`src/timer_counter_regs.vh`:
```
/*
 * register offsets, field positions and reset values of the
 * 16-bit timer/counter. assumes inclusion by the timer top module only.
 */
`ifndef TIMER_COUNTER_REGS_VH
`define TIMER_COUNTER_REGS_VH

// ----------------------------------------
// register word offsets (byte address = 4 * index)
// ----------------------------------------
`define REG_COUNT_LOW 4'h0
`define REG_COUNT_HIGH 4'h1
`define REG_TIMER_CONTROL 4'h2
`define REG_FLAGS 4'h3
`define REG_ENABLES 4'h4
`define REG_PRIORITIES 4'h5
`define REG_OSC_CONTROL 4'h6
`define REG_COMPARE_CFG 4'h7
`define REG_POWER_STATUS 4'h8
`define REG_POWER_CMD 4'h9

// ----------------------------------------
// timer control fields
// ----------------------------------------
`define CTL_ON 0
`define CTL_SRC 1
`define CTL_NOSYNC 2
`define CTL_OSCEN 3
`define CTL_PS_LO 4
`define CTL_PS_HI 5
`define CTL_ACTIVE 6
`define CTL_WIDE 7

// ----------------------------------------
// oscillator control and compare configuration fields
// ----------------------------------------
`define OSC_SEL_LO 0
`define OSC_SEL_HI 1
`define OSC_FAILSAFE 2
`define OSC_IDLE 7
`define SEL_SECONDARY 2'b01
`define CMP_MODE_TRIGGER 4'b1011
`define FLAG_OVF 0

// ----------------------------------------
// reset values
// ----------------------------------------
`define RESET_BYTE 8'h00
`define RESET_COUNT 16'h0000
`define COUNT_MAX 16'hffff

`endif

```
`src/timer_counter.v`:
```
/*
 * 16-bit timer/counter with prescaler, overflow flag, compare-trigger reset,
 * wide buffered access and secondary clock status, on an avalon-mm slave.
 * assumes all inputs synchronous to CLK_I; the external count input is sampled.
 */
// Operation
// - select field 01 enters secondary run, everything clocked by timer oscillator.
// - idle-on-sleep clear plus sleep on secondary clock enters secondary idle.
// - secondary clock active bit reads one only while oscillator clocks system.
// - after oscillator failure under monitor, active bit shows the real source.
// - 16-bit count increments and wraps from ffff to 0000.
// - each wrap sets overflow flag; request raised only when enable set.
// - compare unit one or two on this timer in mode 1011 clears count.
// - trigger from unit two also starts a conversion when converter enabled.
// - trigger reset works in timer and synchronous modes, not asynchronous.
// - software count write in the trigger cycle wins over the trigger.
// - trigger reset never sets the overflow flag.
// - asynchronous mode needs the input seen low after update before counting.
// - source select zero counts instruction cycles, one counts input rising edges.
// - prescale field divides count clock by 1, 2, 4 or 8.
// - wide mode low read latches high into buffer; low write loads high.
// - low byte write clears prescaler; high byte write does not.
`include "timer_counter_regs.vh"

module timer_counter (
	// clock and reset
	input wire CLK_I,
	input wire RESET_N_I,
	// avalon-mm slave
	input wire [5:0] AVS_ADDRESS_I,
	input wire AVS_READ_I,
	input wire AVS_WRITE_I,
	input wire [31:0] AVS_WRITEDATA_I,
	input wire [3:0] AVS_BYTEENABLE_I,
	output reg [31:0] AVS_READDATA_O,
	output reg AVS_WAITREQUEST_O,
	// count sources
	input wire INSTR_TICK_I,
	input wire EXT_COUNT_I,
	// compare units and converter
	input wire CMP1_TRIGGER_I,
	input wire CMP2_TRIGGER_I,
	input wire CONVERTER_ENABLE_I,
	output reg CONVERSION_START_O,
	// clock switch and overflow request
	input wire SLEEP_CMD_I,
	input wire OSC_FAIL_I,
	output reg SECONDARY_RUN_O,
	output reg SECONDARY_IDLE_O,
	output reg OVERFLOW_IRQ_O
);

	localparam ST_PRIMARY = 3'b001;
	localparam ST_SEC_RUN = 3'b010;
	localparam ST_SEC_IDLE = 3'b100;

	// ----------------------------------------
	// state
	// ----------------------------------------
	reg [15:0] count;
	reg [7:0] high_buffer;
	reg [2:0] prescale;
	reg [7:0] timer_control;
	reg [7:0] flags;
	reg [7:0] enables;
	reg [7:0] priorities;
	reg [7:0] oscillator_control;
	reg [7:0] compare_cfg;
	reg [2:0] power_state;
	reg ext_prev;
	reg armed;
	reg pending;

	reg [15:0] next_count;
	reg [7:0] next_high_buffer;
	reg [2:0] next_prescale;
	reg next_flag_ovf;
	reg wrap;
	reg [2:0] next_power_state;
	reg next_armed;
	reg tick;
	reg edge_tick;
	reg trigger;
	reg [31:0] next_readdata;

	wire first_cycle = (AVS_READ_I | AVS_WRITE_I) & ~pending;
	wire [3:0] index = AVS_ADDRESS_I[5:2];
	wire wr_en = AVS_WRITE_I & pending & AVS_BYTEENABLE_I[0];
	// read data is captured on the first edge so it already stands while waitrequest is low
	wire rd_en = AVS_READ_I & ~pending;
	wire [7:0] wbyte = AVS_WRITEDATA_I[7:0];
	wire wide = timer_control[`CTL_WIDE];
	wire async_mode = timer_control[`CTL_SRC] & timer_control[`CTL_NOSYNC];
	wire wr_low = wr_en & (index == `REG_COUNT_LOW);
	wire wr_high = wr_en & (index == `REG_COUNT_HIGH);
	// a failed oscillator never reads as the active source
	wire osc_active = (power_state != ST_PRIMARY) & ~OSC_FAIL_I;

	// ----------------------------------------
	// helpers
	// ----------------------------------------
	function ps_done;
		input [2:0] cnt;
		input [1:0] sel;
		begin
			case (sel)
				2'b00: ps_done = 1'b1;
				2'b01: ps_done = cnt[0];
				2'b10: ps_done = &cnt[1:0];
				default: ps_done = &cnt;
			endcase
		end
	endfunction

	function unit_triggers;
		input fired;
		input [3:0] mode;
		input uses_timer;
		begin
			unit_triggers = fired & uses_timer & (mode == `CMP_MODE_TRIGGER);
		end
	endfunction

	// ----------------------------------------
	// counting
	// ----------------------------------------
	always @* begin
		next_armed = armed;
		edge_tick = 1'b0;
		if (~EXT_COUNT_I) begin
			next_armed = 1'b1;
		end
		// rising edge of the synchronous count level
		if (EXT_COUNT_I & ~ext_prev & armed) begin
			edge_tick = 1'b1;
		end
		// asynchronous mode stays disarmed until the input is seen low
		if (wr_low | wr_high) begin
			next_armed = ~EXT_COUNT_I & ~async_mode;
		end
		tick = timer_control[`CTL_SRC] ? edge_tick : INSTR_TICK_I;
		trigger = (unit_triggers(CMP1_TRIGGER_I, compare_cfg[3:0], compare_cfg[4]) |
			unit_triggers(CMP2_TRIGGER_I, compare_cfg[3:0], compare_cfg[5])) & ~async_mode;
		next_count = count;
		next_prescale = prescale;
		next_high_buffer = high_buffer;
		wrap = 1'b0;
		if (timer_control[`CTL_ON] & tick) begin
			if (ps_done(prescale, timer_control[`CTL_PS_HI:`CTL_PS_LO])) begin
				next_prescale = 3'b000;
				next_count = count + 16'h0001;
				if (count == `COUNT_MAX) begin
					wrap = 1'b1;
				end
			end else begin
				next_prescale = prescale + 3'b001;
			end
		end
		if (trigger) begin
			next_count = `RESET_COUNT;
		end
		if (rd_en & (index == `REG_COUNT_LOW) & wide) begin
			next_high_buffer = count[15:8];
		end
		// a count write in the trigger cycle overrides the cleared count
		if (wr_high) begin
			if (wide) begin
				next_high_buffer = wbyte;
			end else begin
				next_count = {wbyte, next_count[7:0]};
			end
		end
		if (wr_low) begin
			next_prescale = 3'b000;
			next_count = {wide ? high_buffer : next_count[15:8], wbyte};
		end
	end

	// ----------------------------------------
	// overflow flag
	// ----------------------------------------
	always @* begin
		next_flag_ovf = flags[`FLAG_OVF] | wrap;
		// a clear written in the wrap cycle loses
		if (wr_en & (index == `REG_FLAGS)) begin
			next_flag_ovf = wbyte[`FLAG_OVF] | wrap;
		end
	end

	// ----------------------------------------
	// clock switch
	// ----------------------------------------
	always @* begin
		next_power_state = power_state;
		case (power_state)
			ST_PRIMARY: begin
				if (oscillator_control[`OSC_SEL_HI:`OSC_SEL_LO] == `SEL_SECONDARY) begin
					next_power_state = ST_SEC_RUN;
				end
			end
			ST_SEC_RUN: begin
				if (oscillator_control[`OSC_SEL_HI:`OSC_SEL_LO] != `SEL_SECONDARY) begin
					next_power_state = ST_PRIMARY;
				end else if (SLEEP_CMD_I & ~oscillator_control[`OSC_IDLE]) begin
					next_power_state = ST_SEC_IDLE;
				end
			end
			ST_SEC_IDLE: begin
				if (oscillator_control[`OSC_SEL_HI:`OSC_SEL_LO] != `SEL_SECONDARY) begin
					next_power_state = ST_PRIMARY;
				end
			end
			default: next_power_state = ST_PRIMARY;
		endcase
		// monitor falls back to the primary clock
		if (OSC_FAIL_I & oscillator_control[`OSC_FAILSAFE]) begin
			next_power_state = ST_PRIMARY;
		end
	end

	// ----------------------------------------
	// read mux
	// ----------------------------------------
	always @* begin
		next_readdata = 32'h0000_0000;
		case (index)
			`REG_COUNT_LOW: next_readdata[7:0] = count[7:0];
			`REG_COUNT_HIGH: next_readdata[7:0] = wide ? high_buffer : count[15:8];
			`REG_TIMER_CONTROL: next_readdata[7:0] = {timer_control[7], osc_active, timer_control[5:0]};
			`REG_FLAGS: next_readdata[7:0] = flags;
			`REG_ENABLES: next_readdata[7:0] = enables;
			`REG_PRIORITIES: next_readdata[7:0] = priorities;
			`REG_OSC_CONTROL: next_readdata[7:0] = oscillator_control;
			`REG_COMPARE_CFG: next_readdata[7:0] = compare_cfg;
			`REG_POWER_STATUS: next_readdata[7:0] = {5'b0_0000, power_state};
			default: next_readdata = 32'h0000_0000;
		endcase
	end

	// ----------------------------------------
	// registers
	// ----------------------------------------
	always @(posedge CLK_I or negedge RESET_N_I) begin
		if (~RESET_N_I) begin
			count <= `RESET_COUNT;
			high_buffer <= `RESET_BYTE;
			prescale <= 3'b000;
			timer_control <= `RESET_BYTE;
			flags <= `RESET_BYTE;
			enables <= `RESET_BYTE;
			priorities <= `RESET_BYTE;
			oscillator_control <= `RESET_BYTE;
			compare_cfg <= `RESET_BYTE;
			power_state <= ST_PRIMARY;
			ext_prev <= 1'b0;
			armed <= 1'b0;
			pending <= 1'b0;
			AVS_READDATA_O <= 32'h0000_0000;
			AVS_WAITREQUEST_O <= 1'b1;
			CONVERSION_START_O <= 1'b0;
			SECONDARY_RUN_O <= 1'b0;
			SECONDARY_IDLE_O <= 1'b0;
			OVERFLOW_IRQ_O <= 1'b0;
		end else begin
			count <= next_count;
			high_buffer <= next_high_buffer;
			prescale <= next_prescale;
			flags <= {flags[7:1], next_flag_ovf};
			power_state <= next_power_state;
			ext_prev <= EXT_COUNT_I;
			armed <= next_armed;
			// one wait state: waitrequest drops for the second edge of each request
			pending <= first_cycle;
			AVS_WAITREQUEST_O <= ~first_cycle;
			if (rd_en) begin
				AVS_READDATA_O <= next_readdata;
			end
			if (wr_en) begin
				case (index)
					`REG_TIMER_CONTROL: timer_control <= {wbyte[7], 1'b0, wbyte[5:0]};
					`REG_FLAGS: flags[7:1] <= wbyte[7:1];
					`REG_ENABLES: enables <= wbyte;
					`REG_PRIORITIES: priorities <= wbyte;
					`REG_OSC_CONTROL: oscillator_control <= wbyte;
					`REG_COMPARE_CFG: compare_cfg <= wbyte;
					default: ;
				endcase
			end
			CONVERSION_START_O <= unit_triggers(CMP2_TRIGGER_I, compare_cfg[3:0], compare_cfg[5]) &
				~async_mode & CONVERTER_ENABLE_I;
			SECONDARY_RUN_O <= next_power_state == ST_SEC_RUN;
			SECONDARY_IDLE_O <= next_power_state == ST_SEC_IDLE;
			OVERFLOW_IRQ_O <= next_flag_ovf & enables[`FLAG_OVF];
		end
	end

endmodule

```
`config.mk`:
```
export PLATFORM = sky130hd
export DESIGN_NAME = timer_counter
export DESIGN_NICKNAME = d
export VERILOG_FILES = /design/src/timer_counter.v
export VERILOG_INCLUDE_DIRS = /design/src /design/src/src
export SDC_FILE = /design/constraint.sdc
export NUM_CORES = 1
export LEC_CHECK = 0
export BUFFER_PORTS_ARGS = -buffer_cell sky130_fd_sc_hd__buf_2
export CAP_MARGIN = 20
export CORE_UTILIZATION = 45
export CTS_CLUSTER_SIZE = 16
export DETAILED_ROUTE_END_ITERATION = 8
export HOLD_SLACK_MARGIN = 0.15
export PLACE_DENSITY_LB_ADDON = 0.15
export SLEW_MARGIN = 25
export SYNTH_ARGS = -nofsm -noshare
export SYNTH_HDL_FRONTEND = slang
export SYNTH_SLANG_ARGS = --single-unit
```
`constraint.sdc`:
```
create_clock -name CLK_I -period 2.3 [get_ports CLK_I]
set_input_delay 0.46 -clock CLK_I [delete_from_list [all_inputs] [get_ports CLK_I]]
set_output_delay 0.46 -clock CLK_I [all_outputs]
set_load 0.05 [all_outputs]
```
* Word-level counts from Yosys, hierarchy flattened *
Index checks and enable logic that the tools add are counted.

operators by class
  add/subtract/negate cells = 2
  eq/ne operators = 21
  reduce and logical (&&, ||, !) cells = 11
  bitwise gates (word level) = 37
  mux-type cells = 31

operator list
  kind                                                   count
  two-way mux 16 bit                                     6
  one-hot mux 8 bit (9 select lines)                     1
  two-way mux 8 bit                                      5
  AND 1 bit                                              25
  two-way mux 3 bit                                      8
  adder 16 x 1 -> 16 bit, second input constant          1
  == test 16 bit, second input constant                  1
  == test 4 x 3 -> 1 bit, second input constant          4
  AND reduction 2 bit                                    7
  two-way mux 1 bit                                      9
  one-hot mux 3 bit (3 select lines)                     1
  == test 4 x 2 -> 1 bit, second input constant          2
  == test 4 bit, second input constant                   2
  NOT 1 bit                                              7
  == test 3 x 2 -> 1 bit, second input constant          2
  == test 3 bit, second input constant                   2
  bitwise OR 1 bit                                       5
  == test 2 x 1 -> 1 bit, second input constant          2
  == test 4 x 1 -> 1 bit, second input constant          1
  logical NOT 4 bit                                      1
  inequality test 2 x 1 -> 1 bit, second input constant  2
  adder 3 x 1 -> 3 bit, second input constant            1
  == test 3 x 1 -> 1 bit, second input constant          1
  inequality test 3 x 1 -> 1 bit, second input constant  1
  other kinds (5)                                        5

storage, ports and cells
  output and inout port bits = 37
  input port bits = 53
  bits in registers = 93

* Depth between registers and ports, before layout *
Gate-level depths: netlist of the first run.

  word-level depth = 14
  gate-level depth with buffers = 8
  gate-level depth less buffers = 7

* Least setup slack after synthesis of the first run *
No wires, ideal clock.

  kind = flip-flop to flip-flop
  start = register prescale[0]
  end = register count[2]
  library setup time = 126 ps
  arrival = 1782 ps
  required time = 2174 ps
  clock period less this slack = 1909 ps
  cell stages (with the launch flop) = 8
  path buffers = 0
  path slack = 391 ps
  cell sequence = dfrtp_1 > ha_1 > ha_1 > mux2i_1 > a21oi_1 > a211oi_2 > nor2_1 > o2bb2a_1

between the ends
  cells in the longest elaborated chain, start to end = 9
  elaborated cells between the ends (all ways) = 10
  those cells by class = mux: 8; reduce/logical: 2

RTL lines
  what                                                        RTL line                                  text
  from (decl)                                                 timer_counter.v:62                        reg [2:0] prescale;
  from (signal assigned)                                      timer_counter.v:267                       prescale <= next_prescale;
  AND reduction 3 bit or AND reduction 2 bit (tied branches)  timer_counter.v:110, timer_counter.v:109
  one-hot mux 1 bit (3 select lines) *                        timer_counter.v:106                       case (sel)
  two-way mux 1 bit *                                         timer_counter.v:148                       if (timer_control[`CTL_ON] & tick) begin
  two-way mux 16 bit *                                        timer_counter.v:149                       if (ps_done(prescale, timer_control[`CTL_PS_HI:`CTL_PS_LO])) begin
  two-way mux 16 bit *                                        timer_counter.v:148
  two-way mux 16 bit *                                        timer_counter.v:159                       if (trigger) begin
  two-way mux 16 bit                                          timer_counter.v:167                       if (wide) begin
  two-way mux 16 bit *                                        timer_counter.v:166                       if (wr_high) begin
  two-way mux 16 bit *                                        timer_counter.v:173                       if (wr_low) begin
  to (signal assigned)                                        timer_counter.v:245                       count <= `RESET_COUNT;
  to (signal assigned)                                        timer_counter.v:265                       count <= next_count;
  to (decl)                                                   timer_counter.v:60                        reg [15:0] count;

Every way passes the cells marked *; elsewhere a longest branch is shown, timed or not. The select of a mux whose other input is x is not followed.
A chain may end at the register's enable or synchronous reset.

* Worst setup path after layout of the first run *
  start = register prescale[0]
  end = register count[4]

Same word-level chain as after synthesis.

==> results.toml, run 1 <==
[final_layout]
seqCellArea_um2 = 2330
multi_input_area_um2 = 2660
drive_gt1_share_pct = 26.9
nets = 605
area_delta_synth_final_pct = 12.6
diodes = 0
layoutNonFillerInstCount = 697
design_area_um2 = 5930
num-fill-cells = 1047

[setup_path]
critPathLaunchType = "flip-flop"
crit_type = "flip-flop to flip-flop"
cpPeakStageDelay_ps = 450
cp_max_fo = 7
end_kind = "flip-flop"
required_ps = 2540
cpMaxStageDelayCell = "a211oi_4"
crit_path_cell_trace = "ha_1, ha_1, mux2i_1, a21oi_1, a211oi_4, a21oi_1, o2bb2a_1"
crit_arrival_ps = 2370

[power]
leakagePower_uw = 0.00279
ir_drop_v = 0.000627
power_density_nw_per_um2 = 766

[timing]
fmax_ghz = 0.470
post-route-period-util_pct = 92.5
finalHoldViolations = 0
setup_viol = 0
period_minus_slack_ps = 2130
fin_setup_tns_ps = 0
drv_slew = 0
rsz0062_at_grt = "no"
relSlewSlack_pct = 50.0
tightest_slew_ps = 750
holdWs_ps = 241
fin_skew_ps = 5.20

[die]
dieArea_um2 = 12100
die_h_um = 110
rows = 39
core_area_um2 = 11400
initial_core_util_pct = 46.1
pin_count = 90
die_w_um = 110

[global_route]
grt_max_degree = 39
globalRoute.totalOverflow = 0
grt_pass1_wl_um = 22300
grt_use_total_pct = 25.4
first_global_vias = 3962
antenna_found_initial = 0

[drt]
firstDrtPassIters = 5
drt-total-wl_um = 13800
wl_per_cell_um = 19.8
ant_nets = 0
drtIter0Drc = 234
drc = 0
vias = 4060
viasPerCell = 5.82

[place]
hpwl_um = 10100
place_inst = 680
io_buffers = 36
placed_area_um2 = 5610
place.gp.congestion = 0.878

[yosys]
seq_area_frac_synth_pct = 44.3
synth_cells = 503
ys.warnings.count = 0
synth_edf_count = 0
synthesis.area_um2 = 5260
synth_seq_cells = 93
synth_area_leaders = "dfrtp_1 43%, mux2_2 10%, mux2i_1 5.5%"
synth_ff_type = "dfrtp_1"
async_flop_share_pct = 100
synth_top_area_cell = "dfrtp_1"
synth_top_area_share_pct = 43.3
syn_area_per_cell_um2 = 10.5
synth_cell_types = 69

[min_path]
hp-class = "primary input to flip-flop"

[clock_tree]
cts.clk_slew.worst_paths_ps = 60
h-tree-depth = 3
clkSinkCount = 93
cts_tree = "done"
numCtsBuffers = 9
cts_root_buf = "clkbuf_16"
cts_buffer_depth = 2
clk_latency_ps = 360

[job]
cap_violations = 0

[outcome]
outcome = "completed"
==> cells in the final DEF, fill, tap and decap left out, drive strengths merged, types with 6 or more instances in the layout <==
master,instances
a22oi,8
conb,24
buf,66
inv,7
clkbuf,11
nor4,6
o21ai,17
mux2,48
nand4,8
nor2,36
o2bb2a,6
nand3,12
a22o,9
nor3,10
dfrtp,91
a21oi,34
nand2,31
and3,7
o22ai,6
mux2i,29
a21o,7
==> Yosys cell counts, types with 4 or more instances <==
cell       n
a21o_1     7
a21oi_1   32
a22o_1     9
a22oi_1    8
and3_1     7
buf_2     12
buf_4     28
clkbuf_1  13
dfrtp_1   91
inv_1      7
mux2_2    48
mux2i_1   29
nand2_1   29
nand2b_1   4
nand3_1   12
nand4_1    8
nor2_1    33
nor3_1     9
nor3b_1    4
nor4_1     5
o211ai_1   4
o21ai_0   17
o22ai_1    6
o2bb2a_1   6
o31a_1     4
o31ai_1    4
==> registers in the layout, indices dropped and copies added (netlist names), 3 cells and up <==
name	cells
timer_control	7
flags	8
oscillator_control	8
high_buffer	8
AVS_READDATA_O	8
power_state	3
prescale	3
compare_cfg	8
enables	8
count	16
priorities	8
==> cell type report <==
class | instances | share of cell area [%]
Inverter | 7 | 0.443
Clock buffer | 11 | 4.09
Tap cell | 143 | 3.02
Clock inverter | 5 | 1.03
Sequential cell | 93 | 39.3
Timing Repair Buffer | 67 | 7.26
Multi-Input combinational cell | 371 | 44.9
==> where the power goes <==
part	leakage, uW	switching (uW)	internal [uW]	total (uW)
Clock	0.000150	643	876	1520
Sequential	0.00123	221	1850	2080
Combinational	0.00141	569	380	949
==> routing by layer <==
layer / vias to the layer above / GRT usage (%) / part of all wire (%)
li1: 1906 / - / -
met1: 2008 / 36.9 / 47
met2: 132 / 37.9 / 46
met3: 14 / 5.41 / 5.7
met4: 0 / 7.33 / 1.5
met5: - / 0 / 0
==> critical path: cells and delay by family, from the launching register on <==
family / cells / cell delay, ps
adders and majority gates: 2 / 410
DFF: 1 / 410
AOI/OAI and AO/OA: 4 / 1010
muxes: 1 / 190
==> through the flow <==
stage          worst slack, ps  util (%)  power [uW]
2_1_floorplan              391         -        2730
3_3_place_gp               131      49.1        3000
3_5_place_dp               102      49.1        3050
4_1_cts                    110      51.9        4580
5_1_grt                   40.1      51.9        4790
6_report                   173      51.9        4540
==> worst paths after layout <==
check | depth (start not counted) | to | startpoint | slack, ps
max | 7 | count[4] | prescale[0] | 170
min | 1 | ext_prev | EXT_COUNT_I | 240
max reg2reg | 7 | count[4] | prescale[0] | 170
min reg2reg | 1 | AVS_READDATA_O[3] | AVS_READDATA_O[3] | 500
max in group asynchronous | 3 | priorities[7] | RESET_N_I | 1090
min in group asynchronous | 2 | pending | RESET_N_I | 610
==> repair_timing <==
item / 4_1_cts / 5_1_grt
setup buffers: 0 / 0
hold buffers: 1 / 0
endpoints found under the setup margin: 0 / 6
resized for setup: 0 / 1
endpoints found under the hold margin: 33 / 0
==> kinds of logic (layout without fill, tap and decap cells) <==
| logic type | Yosys count | in the layout | synth area share, % |
|---|---|---|---|
| AO/OA/AOI/OAI | 118 | 118 | 15.4 |
| other | 1 | 24 | 0.0712 |
| XOR/XNOR | 3 | 3 | 0.499 |
| multiplexers | 79 | 79 | 16.6 |
| adder cells (fa/ha/maj) | 3 | 3 | 0.713 |
| AND/OR/NAND/NOR | 144 | 144 | 15.5 |
| buffers and inverters | 62 | 90 | 6.99 |
| flip-flops | 93 | 93 | 44.3 |
(Power assumes the default switching activity.)
==> run 2, diff against run 1 <==
CTS_BUF_LIST = sky130_fd_sc_hd__clkbuf_16   (was not set)
==> run 2 against run 1 <==
  * Non-clock buffer count unchanged
  * Die area unchanged
  * Utilization decreased by 0.088 points
  * Cell count unchanged
  * Sequential share of layout area increased by 0.066 points
  * Global-route usage about the same
  * Fmax increased by 0.48%
  * Count of clock-buffer cells in the layout decreased by 2
  * Register-to-register slack about the same
  * Cell area decreased by 0.17%
  * Clock skew decreased by 0.57 ps
  * Critical endpoint unchanged
  * Highest routed layer unchanged
==> results.toml, run 2 (synthesis results as in run 1) <==
[timing]
fin_setup_tns_ps = 0
relSlewSlack_pct = 50.2
fin_ws_ps = 183
period_minus_slack_ps = 2120
rsz0062_at_grt = "no"
drv_slew = 0
fin_skew_ps = 4.63
tightest_slew_ps = 747
setup_viol = 0
fmax_ghz = 0.472
post-route-period-util_pct = 92.0
finalHoldViolations = 0
holdWs_ps = 243

[final_layout]
area_delta_synth_final_pct = 12.5
seqCellArea_um2 = 2330
drive_gt1_share_pct = 26.7
design_area_um2 = 5920
diodes = 0
multi_input_area_um2 = 2660
largest_reg_flops = 16
final_common_cell = "dfrtp_1"
num-fill-cells = 1049
layout_common_cells = "91 x dfrtp_1, 48 x mux2_2, 35 x buf_2"
top_register = "count"
nets = 605

[die]
dieArea_um2 = 12100
die_w_um = 110
rows = 39
die_h_um = 110
pin_count = 90
initial_core_util_pct = 46.1
core_area_um2 = 11400

[global_route]
grt_pass1_wl_um = 22300
grt_use_total_pct = 25.3
grt_max_degree = 39
first_global_vias = 3960
antenna_found_initial = 0
globalRoute.totalOverflow = 0

[clock_tree]
numCtsBuffers = 9
cts_buffer_depth = 2
post_cts_buffers = 0
clkSinkCount = 93
cts_root_buf = "clkbuf_16"
cts.clk_slew.worst_paths_ps = 60
clk_latency_ps = 350
h-tree-depth = 3
cts_tree = "done"

[outcome]
outcome = "completed"

[drt]
vias = 4066
drt-total-wl_um = 13800
wl_per_cell_um = 19.7
ant_nets = 0
drc = 0
drtIter0Drc = 241
firstDrtPassIters = 4
viasPerCell = 5.83

[setup_path]
required_ps = 2540
cpPeakStageDelay_ps = 440
cp_max_fo = 7
critPathLaunchType = "flip-flop"
end_kind = "flip-flop"
crit_arrival_ps = 2360
cpMaxStageDelayCell = "a211oi_4"
crit_path_cell_trace = "ha_1, ha_1, mux2i_1, a21oi_1, a211oi_4, a21oi_1, o2bb2a_1"
crit_type = "flip-flop to flip-flop"

[min_path]
hp-class = "primary input to flip-flop"

[job]
cap_violations = 0

[power]
power_density_nw_per_um2 = 761
leakagePower_uw = 0.00278
power_uw = 4510
ir_drop_v = 0.000528

[place]
io_buffers = 36
placed_area_um2 = 5610
hpwl_um = 10100
pre_cts_slack_ps = 102
place.gp.congestion = 0.878
-- run 2: cell type report --
class | count | area share (%)
multi-input cells | 371 | 44.9
clock inverters | 7 | 1.16
well taps | 143 | 3.02
repair buffers | 67 | 7.27
clock buffers | 9 | 3.80
flip-flops and latches | 93 | 39.4
inverters | 7 | 0.444
-- run 2: final timing paths --
path	start	endpoint	slack (ps)	cells after the start
min	EXT_COUNT_I	ext_prev	240	1
min in group asynchronous	RESET_N_I	pending	610	2
max reg2reg	prescale[0]	count[4]	180	7
min reg2reg	AVS_READDATA_O[3]	AVS_READDATA_O[3]	500	1
max	prescale[0]	count[4]	180	7
max in group asynchronous	RESET_N_I	priorities[7]	1100	3
-- run 2: stage by stage --
step / utilization [%] / std cells
floorplan: - / 526
global placement: 49.1 / 680
detailed placement: 49.1 / 680
CTS: 51.8 / 697
global route: 51.8 / 697
finish: 51.8 / 697
-- run 2: where the power goes --
part	total, uW	leakage, uW	switching, uW	internal (uW)
clock network	1480	0.000148	641	838
logic	950	0.00141	571	380
registers	2080	0.00123	221	1850
-- run 2: worst max-delay path, delay by kind of cell (launching register included) --
family | cells | cell delay, ps
muxes | 1 | 190
adders and majority gates | 2 | 410
DFF | 1 | 410
AOI/OAI and AO/OA | 4 | 1000
-- run 2: timing repair --
item | in CTS | in global routing
resized for setup | 0 | 1
hold buffers | 1 | 0
endpoints found under the hold margin | 33 | 0
endpoints found under the setup margin | 0 | 6
-- run 2: routing by layer --
metal	track usage, %	share of wire, %
met5	0	0
met4	7.33	1.4
met3	5.41	5.1
met2	37.8	46
met1	36.9	48
==> run 3, diff against run 2 <==
CORE_UTILIZATION = 40   (was 45)
==> run 3 against run 2 <==
  * Count of clock-buffer cells in the layout unchanged
  * Sequential power about the same
  * Via count increased by 1.9%
  * Clock power increased by 8%
  * Sequential share of layout area decreased by 0.43 points
  * Setup slack improved by 16 ps
  * Global-route usage decreased by 2.8 points
  * Fmax increased by 0.78%
  * Clock skew increased by 6.1 ps
  * Die area increased by 12%
  * First-iteration DRC count decreased by 9.1%
  * Non-clock buffer count increased by 1
  * Critical endpoint is now count[3]
  * Highest routed layer unchanged
==> results.toml, run 3 (synthesis results as in run 1) <==
[timing]
fmax_ghz = 0.476
setup_viol = 0
finalHoldViolations = 0
fin_skew_ps = 10.7
tightest_slew_ps = 729
period_minus_slack_ps = 2100
drv_slew = 0
relSlewSlack_pct = 51.4
rsz0062_at_grt = "no"
post-route-period-util_pct = 91.3
fin_setup_tns_ps = 0

[setup_path]
critical_path.top_delay_family = "compound AO/OA/AOI/OAI gates"
required_ps = 2540
end_kind = "flip-flop"
crit_path_cell_trace = "ha_1, ha_1, mux2i_1, a21oi_1, a211oi_4, a21oi_1, o2bb2a_1"
cpPeakStageDelay_ps = 450
crit_type = "flip-flop to flip-flop"
cp_max_fo = 7
cpMaxStageDelayCell = "a211oi_4"
crit_arrival_ps = 2340
cp.buffers_inverters = 0
critPathLaunchType = "flip-flop"

[global_route]
grt_pass1_wl_um = 22200
grt_use_total_pct = 22.5
use_met2_pct = 34.2
grt_max_degree = 40
grt_use_met1_pct = 31.7
grt-busiest-layer = "met2"
globalRoute.totalOverflow = 0
first_global_vias = 3917
antenna_found_initial = 0
met3_usage_pct = 4.15

[final_layout]
area_delta_synth_final_pct = 13.7
num-fill-cells = 1190
final_common_cell = "dfrtp_1"
multi_input_area_um2 = 2660
largest_reg_flops = 16
final_core_util_pct = 47.0
diodes = 0
layout_common_cells = "91 x dfrtp_1, 48 x mux2_2, 35 x buf_2"
nets = 606
drive_gt1_share_pct = 26.8
top_register = "count"
seqCellArea_um2 = 2330

[place]
io_buffers = 36
hpwl_um = 10400
place.gp.congestion = 0.864

[die]
pin_count = 90
rows = 41
die_h_um = 117
die_w_um = 117
core_area_um2 = 12700
initial_core_util_pct = 41.4
dieArea_um2 = 13600

[job]
cap_violations = 0

[drt]
firstDrtPassIters = 5
viasPerCell = 5.70
drt-total-wl_um = 14300
vias = 4142
drc = 0
wl_per_cell_um = 19.6
drtIter0Drc = 219
ant_nets = 0

[power]
power_density_nw_per_um2 = 774
leakagePower_uw = 0.00280
ir_drop_v = 0.000497

[clock_tree]
cts_buffer_depth = 2
cts.clk_slew.worst_paths_ps = 60
post_cts_buffers = 0
cts_tree = "done"
numCtsBuffers = 9
clkSinkCount = 93
h-tree-depth = 3
clk_latency_ps = 360
cts_root_buf = "clkbuf_16"

[outcome]
outcome = "completed"

[min_path]
hp-class = "primary input to flip-flop"
[run 3: layer usage]
| metal | part of all wire, % | vias to the layer above | routed length [um] |
|---|---|---|---|
| met5 | 0 | - | 0 |
| met4 | 2.8 | 0 | 397 |
| met3 | 5.6 | 23 | 798 |
| met2 | 45 | 155 | 6400 |
| met1 | 47 | 2058 | 6680 |
| li1 | - | 1906 | - |
[run 3: area by class of cell]
type | count | share of cell area (%)
Multi-Input combinational cell | 371 | 44.4
Clock inverter | 7 | 1.51
Timing Repair Buffer | 68 | 7.32
Sequential cell | 93 | 38.9
Inverter | 7 | 0.439
Tap cell | 172 | 3.60
Clock buffer | 9 | 3.76
[run 3: final timing paths]
check	from	end	slack, ps	depth (start not counted)
setup / recovery	prescale[0]	count[3]	200	7
hold / removal	EXT_COUNT_I	ext_prev	240	1
setup reg to reg	prescale[0]	count[3]	200	7
hold reg to reg	AVS_READDATA_O[7]	AVS_READDATA_O[7]	490	2
max in group asynchronous	RESET_N_I	oscillator_control[5]	1020	3
min in group asynchronous	RESET_N_I	high_buffer[4]	630	2
[run 3: where the power goes]
part	internal, uW	total, uW	switching (uW)
logic	382	962	580
registers	1850	2080	222
clock network	950	1600	646
total	3190	4630	1450
[run 3: per-stage QoR]
step	total power [uW]	instance area, um^2	hold WS [ps]	cells	setup WS [ps]
2_1_floorplan	2730	5350	164	526	391
3_3_place_gp	3010	5650	459	710	174
3_5_place_dp	3050	5650	470	710	144
4_1_cts	4660	5980	233	727	129
5_1_grt	4840	5980	236	727	68.0
6_report	4630	5980	240	727	200
[run 3: what timing repair did]
| item | CTS | global route |
|---|---|---|
| resized for setup | 0 | 1 |
| hold endpoints to repair | 36 | 0 |
| setup endpoints to repair | 0 | 6 |
| hold buffers | 1 | 0 |
